==> src/dtcm_defs.svh <==
// Register offsets, field positions, reset values and timing counts of the dual timer.
`ifndef DTCM_DEFS_SVH
`define DTCM_DEFS_SVH

// ----------------------------------------------------------------------
// Register offsets
// ----------------------------------------------------------------------
`define DTCM_ADDR_IRQ_CONTROL  8'h88
`define DTCM_ADDR_MODE_SELECT  8'h89
`define DTCM_ADDR_T0_LOW       8'h8A
`define DTCM_ADDR_T1_LOW       8'h8B
`define DTCM_ADDR_T0_HIGH      8'h8C
`define DTCM_ADDR_T1_HIGH      8'h8D

// ----------------------------------------------------------------------
// Field positions of timer_irq_control
// ----------------------------------------------------------------------
`define DTCM_TCTL_TF1  7
`define DTCM_TCTL_TR1  6
`define DTCM_TCTL_TF0  5
`define DTCM_TCTL_TR0  4
`define DTCM_TCTL_IE1  3
`define DTCM_TCTL_IT1  2
`define DTCM_TCTL_IE0  1
`define DTCM_TCTL_IT0  0

// ----------------------------------------------------------------------
// Field positions of timer_mode_select, per timer nibble
// ----------------------------------------------------------------------
`define DTCM_TIMER_MODE_SELECT_NIBBLE    4
`define DTCM_TIMER_MODE_SELECT_GATE      3
`define DTCM_TIMER_MODE_SELECT_CT        2
`define DTCM_TIMER_MODE_SELECT_MODE_HI   1
`define DTCM_TIMER_MODE_SELECT_MODE_LO   0

// ----------------------------------------------------------------------
// Reset values and timing
// ----------------------------------------------------------------------
`define DTCM_RST_BYTE       8'h00
`define DTCM_OSC_PER_MCYC   12
`define DTCM_PRESCALE_MAX   5'h1F
`define DTCM_BYTE_MAX       8'hFF

`endif

==> src/dtcm_pkg.sv <==
// Types shared by the dual timer/counter block.
package dtcm_pkg;

    // ------------------------------------------------------------------
    // Operating modes, in mode field order
    // ------------------------------------------------------------------
    typedef enum logic [1:0] {
        DTCM_MODE_13BIT,
        DTCM_MODE_16BIT,
        DTCM_MODE_RELOAD,
        DTCM_MODE_SPLIT
    } dtcm_mode_e;

    // ------------------------------------------------------------------
    // Result of one count step
    // ------------------------------------------------------------------
    typedef struct packed {
        logic [7:0] low;
        logic [7:0] high;
        logic       ovf;
    } dtcm_step_s;

    // ------------------------------------------------------------------
    // Complete state of the block
    // ------------------------------------------------------------------
    typedef struct packed {
        logic [1:0][7:0] low;
        logic [1:0][7:0] high;
        logic [7:0]      mode_sel;
        logic [1:0]      run;
        logic [1:0]      ovf_flag;
        logic [1:0]      ext_flag;
        logic [1:0]      ext_type;
        logic [3:0]      mcyc_cnt;
        logic [1:0]      tpin_s1;
        logic [1:0]      tpin_s2;
        logic [1:0]      tpin_smp;
        logic [1:0]      ipin_s1;
        logic [1:0]      ipin_s2;
        logic [1:0]      ipin_prev;
        logic [7:0]      rdata;
    } dtcm_state_s;

endpackage

==> src/dtcm_timer.sv <==
// Two timer/counters with four modes, pin gating and external interrupt flags.
//
// Our own choice: the plain strobed port.
`timescale 1ns/1ns
`include "dtcm_defs.svh"

module dtcm_timer
    import dtcm_pkg::*;
#(
    parameter int MCYC_DIV = `DTCM_OSC_PER_MCYC
) (
    // Clock and reset
    input  wire logic       CLK,
    input  wire logic       RESET,
    // Register port
    input  wire logic [7:0] REG_ADDR,
    input  wire logic [7:0] REG_WDATA,
    input  wire logic       REG_WR,
    input  wire logic       REG_RD,
    output logic      [7:0] REG_RDATA,
    // Interrupt vector acknowledges from the core
    input  wire logic       ACK_TIMER0,
    input  wire logic       ACK_TIMER1,
    input  wire logic       ACK_EXT0,
    input  wire logic       ACK_EXT1,
    // Device pins
    input  wire logic       COUNT_INPUT_PIN_0,
    input  wire logic       COUNT_INPUT_PIN_1,
    input  wire logic       EXT_IRQ_PIN_0,
    input  wire logic       EXT_IRQ_PIN_1,
    // Flags towards the core
    output logic            TIMER0_OVERFLOW_FLAG,
    output logic            TIMER1_OVERFLOW_FLAG,
    output logic            EXT_IRQ0_FLAG,
    output logic            EXT_IRQ1_FLAG
);

    // ------------------------------------------------------------------
    // Constants
    // ------------------------------------------------------------------
    localparam logic [3:0] MCYC_LAST = 4'(MCYC_DIV - 1);

    // ------------------------------------------------------------------
    // State
    // ------------------------------------------------------------------
    dtcm_state_s st_ff;
    dtcm_state_s nxt_st;

    // ------------------------------------------------------------------
    // One count step of a timer in a given mode
    // ------------------------------------------------------------------
    function automatic dtcm_step_s count_step(
        input dtcm_mode_e mode,
        input logic [7:0] low,
        input logic [7:0] high,
        input logic       inc
    );
        dtcm_step_s r;
        r.low  = low;
        r.high = high;
        r.ovf  = 1'b0;
        if (inc) begin
            case (mode)
                DTCM_MODE_13BIT: begin
                    // Low five bits form the divide-by-32 prescaler.
                    r.low[4:0] = low[4:0] + 5'h01;
                    if (low[4:0] == `DTCM_PRESCALE_MAX) begin
                        r.high = high + 8'h01;
                        r.ovf  = (high == `DTCM_BYTE_MAX);
                    end
                end
                DTCM_MODE_16BIT: begin
                    {r.high, r.low} = {high, low} + 16'h0001;
                    r.ovf = ({high, low} == 16'hFFFF);
                end
                DTCM_MODE_RELOAD: begin
                    if (low == `DTCM_BYTE_MAX) begin
                        r.low = high;
                        r.ovf = 1'b1;
                    end else begin
                        r.low = low + 8'h01;
                    end
                end
                DTCM_MODE_SPLIT: begin
                    r.low = low + 8'h01;
                    r.ovf = (low == `DTCM_BYTE_MAX);
                end
                default: begin
                    r.low = low;
                end
            endcase
        end
        return r;
    endfunction

    // ------------------------------------------------------------------
    // Next state
    // ------------------------------------------------------------------
    always_comb begin
        logic [1:0]       mcyc_tick;
        logic             tick;
        logic [1:0]       gate_en;
        logic [1:0]       ct_sel;
        logic [1:0]       pin_fall;
        logic [1:0]       inc;
        logic [1:0]       ovf_set;
        logic [1:0]       ext_edge;
        logic [1:0]       ack_ovf;
        logic [1:0]       ack_ext;
        logic             split0;
        logic             high0_ovf;
        dtcm_mode_e [1:0] mode;
        dtcm_step_s [1:0] res;

        nxt_st    = st_ff;
        mcyc_tick = 2'b00;
        gate_en   = 2'b00;
        ct_sel    = 2'b00;
        pin_fall  = 2'b00;
        inc       = 2'b00;
        ovf_set   = 2'b00;
        ext_edge  = 2'b00;
        res       = '0;
        mode      = '{DTCM_MODE_13BIT, DTCM_MODE_13BIT};
        ack_ovf   = {ACK_TIMER1, ACK_TIMER0};
        ack_ext   = {ACK_EXT1, ACK_EXT0};
        high0_ovf = 1'b0;
        tick      = 1'b0;
        split0    = 1'b0;

        // --------------------------------------------------------------
        // Pin synchronisers
        // --------------------------------------------------------------
        // The first stage feeds only the second.
        // The previous interrupt pin sample serves the falling edge detector.
        nxt_st.tpin_s1 = {COUNT_INPUT_PIN_1, COUNT_INPUT_PIN_0};
        nxt_st.tpin_s2 = st_ff.tpin_s1;
        nxt_st.ipin_s1 = {EXT_IRQ_PIN_1, EXT_IRQ_PIN_0};
        nxt_st.ipin_s2 = st_ff.ipin_s1;
        nxt_st.ipin_prev = st_ff.ipin_s2;

        // --------------------------------------------------------------
        // Machine cycle divider
        // --------------------------------------------------------------
        // The divider runs free from reset, so both timers share one tick.
        // Starting a timer therefore does not align its first count to the start.
        tick = (st_ff.mcyc_cnt == MCYC_LAST);
        if (tick) begin
            nxt_st.mcyc_cnt = 4'h0;
        end else begin
            nxt_st.mcyc_cnt = st_ff.mcyc_cnt + 4'h1;
        end
        mcyc_tick = {tick, tick};

        // --------------------------------------------------------------
        // Mode decode and count enables
        // --------------------------------------------------------------
        // A count pin level held for less than one machine cycle may be missed.
        // The gate uses the synchronised interrupt pin, two clocks behind the pin.
        split0 = (dtcm_mode_e'(st_ff.mode_sel[1:0]) == DTCM_MODE_SPLIT);

        for (int i = 0; i < 2; i++) begin
            mode[i] = dtcm_mode_e'(st_ff.mode_sel[i*`DTCM_TIMER_MODE_SELECT_NIBBLE +: 2]);
            ct_sel[i] = st_ff.mode_sel[i*`DTCM_TIMER_MODE_SELECT_NIBBLE + `DTCM_TIMER_MODE_SELECT_CT];
            // Count pin sampled once per machine cycle, high then low counts.
            if (tick) begin
                nxt_st.tpin_smp[i] = st_ff.tpin_s2[i];
                pin_fall[i] = st_ff.tpin_smp[i] & ~st_ff.tpin_s2[i];
            end
            gate_en[i] = st_ff.run[i] &
                (~st_ff.mode_sel[i*`DTCM_TIMER_MODE_SELECT_NIBBLE + `DTCM_TIMER_MODE_SELECT_GATE] |
                 st_ff.ipin_s2[i]);
            inc[i] = gate_en[i] & (ct_sel[i] ? pin_fall[i] : mcyc_tick[i]);
            // Falling edge on the interrupt pin between two samples.
            ext_edge[i] = st_ff.ipin_prev[i] & ~st_ff.ipin_s2[i];
        end

        // --------------------------------------------------------------
        // Timer 1 hold
        // --------------------------------------------------------------
        // Timer 1 in mode 11 holds its count.
        // Its run bit belongs to the high byte of timer 0 when timer 0 is in mode 11.
        if (mode[1] == DTCM_MODE_SPLIT) begin
            inc[1] = 1'b0;
        end

        // --------------------------------------------------------------
        // Count steps
        // --------------------------------------------------------------
        for (int i = 0; i < 2; i++) begin
            res[i] = count_step(mode[i], st_ff.low[i], st_ff.high[i], inc[i]);
            nxt_st.low[i]  = res[i].low;
            nxt_st.high[i] = res[i].high;
        end

        // --------------------------------------------------------------
        // Timer 0 split mode
        // --------------------------------------------------------------
        // Timer 0 split: high byte counts machine cycles under timer 1 run.
        // Timer 1's own overflow then raises no flag.
        if (split0) begin
            if (st_ff.run[1] & tick) begin
                nxt_st.high[0] = st_ff.high[0] + 8'h01;
                high0_ovf = (st_ff.high[0] == `DTCM_BYTE_MAX);
            end
            ovf_set[0] = res[0].ovf;
            ovf_set[1] = high0_ovf;
        end else begin
            ovf_set[0] = res[0].ovf;
            ovf_set[1] = res[1].ovf;
        end

        // --------------------------------------------------------------
        // Software writes
        // --------------------------------------------------------------
        // Software writes replace the count at once.
        // A count byte write wins over a count step in the same cycle.
        if (REG_WR) begin
            case (REG_ADDR)
                `DTCM_ADDR_T0_LOW:  nxt_st.low[0]  = REG_WDATA;
                `DTCM_ADDR_T1_LOW:  nxt_st.low[1]  = REG_WDATA;
                `DTCM_ADDR_T0_HIGH: nxt_st.high[0] = REG_WDATA;
                `DTCM_ADDR_T1_HIGH: nxt_st.high[1] = REG_WDATA;
                `DTCM_ADDR_MODE_SELECT: nxt_st.mode_sel = REG_WDATA;
                `DTCM_ADDR_IRQ_CONTROL: begin
                    // Run bits change only here; counts are left alone.
                    nxt_st.run[1]      = REG_WDATA[`DTCM_TCTL_TR1];
                    nxt_st.run[0]      = REG_WDATA[`DTCM_TCTL_TR0];
                    nxt_st.ovf_flag[1] = REG_WDATA[`DTCM_TCTL_TF1];
                    nxt_st.ovf_flag[0] = REG_WDATA[`DTCM_TCTL_TF0];
                    nxt_st.ext_flag[1] = REG_WDATA[`DTCM_TCTL_IE1];
                    nxt_st.ext_flag[0] = REG_WDATA[`DTCM_TCTL_IE0];
                    nxt_st.ext_type[1] = REG_WDATA[`DTCM_TCTL_IT1];
                    nxt_st.ext_type[0] = REG_WDATA[`DTCM_TCTL_IT0];
                end
                default: begin
                    nxt_st.mode_sel = st_ff.mode_sel;
                end
            endcase
        end

        // --------------------------------------------------------------
        // Flags
        // --------------------------------------------------------------
        // Flags: acknowledge clears an overflow or edge-mode flag, a hardware set in the same cycle wins.
        // A software write of zero also loses to a same-cycle hardware set.
        for (int i = 0; i < 2; i++) begin
            if (ack_ovf[i]) begin
                nxt_st.ovf_flag[i] = 1'b0;
            end
            if (ovf_set[i]) begin
                nxt_st.ovf_flag[i] = 1'b1;
            end
            if (st_ff.ext_type[i]) begin
                if (ack_ext[i]) begin
                    nxt_st.ext_flag[i] = 1'b0;
                end
                if (ext_edge[i]) begin
                    nxt_st.ext_flag[i] = 1'b1;
                end
            end else begin
                // Level mode: flag follows the low pin, acknowledge has no effect.
                nxt_st.ext_flag[i] = ~st_ff.ipin_s2[i];
            end
        end

        // --------------------------------------------------------------
        // Read data
        // --------------------------------------------------------------
        // Read data, presented in the cycle after the strobe.
        // Outside that cycle the read data return to zero.
        nxt_st.rdata = 8'h00;
        if (REG_RD) begin
            case (REG_ADDR)
                `DTCM_ADDR_T0_LOW:      nxt_st.rdata = st_ff.low[0];
                `DTCM_ADDR_T1_LOW:      nxt_st.rdata = st_ff.low[1];
                `DTCM_ADDR_T0_HIGH:     nxt_st.rdata = st_ff.high[0];
                `DTCM_ADDR_T1_HIGH:     nxt_st.rdata = st_ff.high[1];
                `DTCM_ADDR_MODE_SELECT: nxt_st.rdata = st_ff.mode_sel;
                `DTCM_ADDR_IRQ_CONTROL: begin
                    nxt_st.rdata[`DTCM_TCTL_TF1] = st_ff.ovf_flag[1];
                    nxt_st.rdata[`DTCM_TCTL_TR1] = st_ff.run[1];
                    nxt_st.rdata[`DTCM_TCTL_TF0] = st_ff.ovf_flag[0];
                    nxt_st.rdata[`DTCM_TCTL_TR0] = st_ff.run[0];
                    nxt_st.rdata[`DTCM_TCTL_IE1] = st_ff.ext_flag[1];
                    nxt_st.rdata[`DTCM_TCTL_IT1] = st_ff.ext_type[1];
                    nxt_st.rdata[`DTCM_TCTL_IE0] = st_ff.ext_flag[0];
                    nxt_st.rdata[`DTCM_TCTL_IT0] = st_ff.ext_type[0];
                end
                default: begin
                    nxt_st.rdata = 8'h00;
                end
            endcase
        end
    end

    // ------------------------------------------------------------------
    // State register
    // ------------------------------------------------------------------
    always_ff @(posedge CLK) begin
        if (RESET) begin
            st_ff           <= '0;
            // Idle pins read high so reset shows no edge and no low level.
            st_ff.tpin_s1   <= 2'b11;
            st_ff.tpin_s2   <= 2'b11;
            st_ff.tpin_smp  <= 2'b11;
            st_ff.ipin_s1   <= 2'b11;
            st_ff.ipin_s2   <= 2'b11;
            st_ff.ipin_prev <= 2'b11;
        end else begin
            st_ff <= nxt_st;
        end
    end

    // ------------------------------------------------------------------
    // Outputs
    // ------------------------------------------------------------------
    assign REG_RDATA            = st_ff.rdata;
    assign TIMER0_OVERFLOW_FLAG = st_ff.ovf_flag[0];
    assign TIMER1_OVERFLOW_FLAG = st_ff.ovf_flag[1];
    assign EXT_IRQ0_FLAG        = st_ff.ext_flag[0];
    assign EXT_IRQ1_FLAG        = st_ff.ext_flag[1];

endmodule

==> config.mk <==
export PLATFORM = sky130hd
export DESIGN_NAME = dtcm_timer
export DESIGN_NICKNAME = d
export VERILOG_FILES = /design/src/dtcm_pkg.sv /design/src/dtcm_timer.sv
export VERILOG_INCLUDE_DIRS = /design/src
export SDC_FILE = /design/constraint.sdc
export NUM_CORES = 1
export LEC_CHECK = 0
export ABC_AREA = 1
export BUFFER_PORTS_ARGS = -buffer_cell sky130_fd_sc_hd__clkbuf_2
export CAP_MARGIN = 10
export CORE_MARGIN = 2
export CORE_UTILIZATION = 32
export CTS_CLUSTER_SIZE = 30
export DETAILED_ROUTE_END_ITERATION = 8
export HOLD_SLACK_MARGIN = 0.02
export PLACE_DENSITY_LB_ADDON = 0.1
export SETUP_SLACK_MARGIN = 0.4
export SLEW_MARGIN = 20
export SYNTH_ARGS = -nofsm -noshare
export SYNTH_HDL_FRONTEND = slang
export SYNTH_SLANG_ARGS = --single-unit
==> constraint.sdc <==
create_clock -name CLK -period 2.06 [get_ports CLK]
set_input_delay 0.412 -clock CLK [delete_from_list [all_inputs] [get_ports CLK]]
set_output_delay 0.412 -clock CLK [all_outputs]
set_load 0.01 [all_outputs]
==> out/metrics.yaml <==
outcome: "completed"
avgSynthCellArea_sq_um: 6.40
multi_input_area_sq_um: 3050
tritoncts: "yes"
n_fill_cell: 1545
ir_worst_vdd_v: 0.000369
worstHoldEndpoint: "nxt_st[11]$_SDFF_PP1_"
worst_slew_pin_slew_ns: 0.393
reg2reg_depth: 13
grt_max_degree: 26
drtIter0Drc: 361
syn-instance-count: 732
gr-total-overflow: 0
slowest_stage: "dfxtp_4"
num_vias: 5288
netlist_area_sq_um: 4690
whs_path_depth: 2
path_cells: "ha_4, nand2_4, nor2_4, ha_4, buf_4, nand2_4, nor2_4, inv_2, o21ai_1, nand3_1, nand2_1, nand2_1, a21oi_1"
hpwl_um: 13300
clk_path_buf_depth: 2
relSlewSlack_pct: 73.8
critPathLaunchType: "flop"
io_buffers: 39
p_leak_nw: 2.44
start_util_pct: 32.5
worstSetupPathType: "reg -> reg"
synth-seq-cells: 72
seq_area_sq_um: 1480
rsz0062_at_grt: "yes"
yosys_warnings: 0
gp_congestion: 0.886
grt_antenna_before_repair: 0
path_clk_slew_ns: 0.06
routedWlPerCell_um: 18.0
fin_crit_ns: 1.69
grt_pass1_wl_um: 27600
grt_pass1_vias: 5070
holdBufCountCts: 0
ant_nets: 0
syn_to_final_growth_pct: 27.9
ctsHtreeMaxLevel: 3
worstSetupEndpointType: "flop"
synth_cell_types: 36
via_per_inst: 5.29
drcViolationCount: 0
clock_skew_ns: 0.00915
die_x_um: 125
setup_viol: 0
synth_fp_nets: 767
cp_data_required_time_ns: 2.34
die_area_sq_um: 15600
core_area_sq_um: 14400
die_y_um: 125
critPathMaxFanout: 4
row_count: 44
drv_cap: 0
fin_crit_sh_pct: 81.9
min-delay-start: "EXT_IRQ_PIN_1"
cts_buffers: 9
regToRegSetupSlack_ns: 0.37
p_per_area_nw_per_um2: 511
min-delay-path-class: "in -> reg"
grt_usage_pct: 22.6
setup_tns_ns: 0
r2r-end: "st_ff[52]$_SDFF_PP0_"
diodes: 0
cpPeakStageDelay_ns: 0.36
fmax_ghz: 0.593
drtPass1Iterations: 5
dpl-instance-area_sq_um: 5180
arrival_ns: 1.97
ys_seq_area_share_pct: 30.8
r2r_start: "st_ff[65]$_SDFF_PP0_"
ios: 40
root_buffer: "clkbuf_16"
cts_sinks: 72
clk_latency_ns: 0.35
finalHoldViolCount: 0
stdcell_area_sq_um: 6000
slew_violations: 0
wirelength_um: 18000
nNetsFinal: 847
drive_above_1_share_pct: 27.7
cells in the mapped netlist:
cell	count	area (sq um)
nand2_1	164	616
a21oi_1	92	460
o21ai_0	88	440
inv_1	84	315
dfxtp_1	72	1440
nor2_1	52	195
nand3_1	37	185
nor3_1	14	70.1
or2_2	13	81.3
o22ai_1	12	75.1
buf_4	8	60.1
inv_2	8	30.0
nand4_1	8	50.1
nor2_4	8	90.1
xor2_1	8	70.1
buf_2	7	35.0
ha_1	7	87.6
o211ai_1	7	52.6
o221ai_1	7	61.3
clkbuf_1	6	22.5
a31oi_1	5	31.3
nand2_2	3	18.8
nand3_2	3	30.0
nor2_2	3	18.8
o21ai_1	3	15.0
nand2_4	2	22.5
nor3_2	2	20.0
a22o_1	1	8.76
and2_1	1	6.26
buf_6	1	11.3
clkinv_1	1	3.75
inv_4	1	6.26
nor2_8	1	20.0
nor3_4	1	16.3
o21a_1	1	7.51
o221a_2	1	11.3
cell usage in the layout, fill, tap and decap left out, drive strengths merged:
cell type,count
o221a,1
nand3,40
o221ai,7
buf,51
clkinvlp,1
inv,94
o21ai,91
or2,13
clkinv,5
nor2,64
nand4,8
nand2,170
ha,7
clkbuf,48
dfxtp,72
o21a,1
and2,1
xor2,8
a31oi,5
nor3,17
a22o,1
a21oi,92
o22ai,12
o211ai,7
routing by layer:
metal,wire [um],share of wire [%],vias up,global-route usage [%]
li1,-,-,2609,-
met4,583,3.2,0,8.95
met5,0,0,-,0
met2,8780,49,143,38.4
met3,747,4.1,40,3.72
met1,7910,44,2496,28.6
cells by family (layout without fill, tap and decap cells):
kind of cell | after synthesis | after routing | share of synthesized area (%)
compound gates | 217 | 217 | 24.8
xor+xnor | 8 | 8 | 1.49
fa+ha+maj | 7 | 7 | 1.87
buf+inv | 116 | 199 | 10.3
flops | 72 | 72 | 30.8
simple gates | 312 | 313 | 30.7
how the worst max path moves through the flow:
stage                         start                           endpoint  cells after the start
2_1_floorplan  st_ff[65]$_SDFF_PP0_               st_ff[55]$_SDFF_PP0_                     11
3_5_place_dp   st_ff[20]$_SDFF_PP0_               st_ff[62]$_SDFF_PP0_                      9
3_3_place_gp   st_ff[20]$_SDFF_PP0_  TIMER0_OVERFLOW_FLAG$_SDFFE_PP0P_                      8
5_1_grt        st_ff[65]$_SDFF_PP0_               st_ff[55]$_SDFF_PP0_                     11
4_1_cts        st_ff[65]$_SDFF_PP0_               st_ff[52]$_SDFF_PP0_                     12
6_report       st_ff[65]$_SDFF_PP0_               st_ff[52]$_SDFF_PP0_                     13
metrics by stage:
| step | worst slack [ns] | util, % | power [mW] | instances | hold slack (ns) |
|---|---|---|---|---|---|
| 2_1_floorplan | 0.392 | - | 1.51 | 732 | 0.389 |
| 3_3_place_gp | 0.112 | 35.9 | 1.59 | 952 | 0.393 |
| 3_5_place_dp | 0.121 | 35.9 | 1.60 | 952 | 0.397 |
| 4_1_cts | 0.334 | 38.7 | 3.09 | 978 | 0.240 |
| 5_1_grt | 0.253 | 41.6 | 3.18 | 1000 | 0.245 |
| 6_report | 0.374 | 41.6 | 3.06 | 1000 | 0.243 |
cell type report:
type	instances	share of cell area, %
Inverter	94	6.11
Clock inverter	6	0.751
Tap cell	184	3.84
Clock buffer	9	3.76
Multi-Input combinational cell	545	50.8
Sequential cell	72	24.6
Timing Repair Buffer	90	10.1
registers in the layout (all words and copies together) (netlist names):
register and flops:
EXT_IRQ1_FLAG 1, EXT_IRQ0_FLAG 1, TIMER1_OVERFLOW_FLAG 1, REG_RDATA 8, nxt_st 6, st_ff 54
TIMER0_OVERFLOW_FLAG 1
power by group:
part	switching [mW]	internal, mW	leakage [nW]
Sequential	0.0108	1.40	0.593
Combinational	0.108	0.0514	1.71
Clock	0.676	0.815	0.136
Total	0.795	2.27	2.44
worst max-delay path, delay by kind of cell, from the launching register on:
kind / cells / cell delay (ns)
AND/OR/NAND/NOR: 7 / 0.55
AO/OA/AOI/OAI: 2 / 0.23
flip-flops: 1 / 0.36
adder cells (fa/ha/maj): 2 / 0.31
buffers and inverters: 2 / 0.16
repair_timing:
action,CTS,global route
endpoints found under the setup margin,27,41
hold endpoints to repair,0,0
gates resized for setup,19,88
buffers inserted,11,21
pin swaps,7,37
gates cloned,0,1
(Power assumes the default switching activity.)
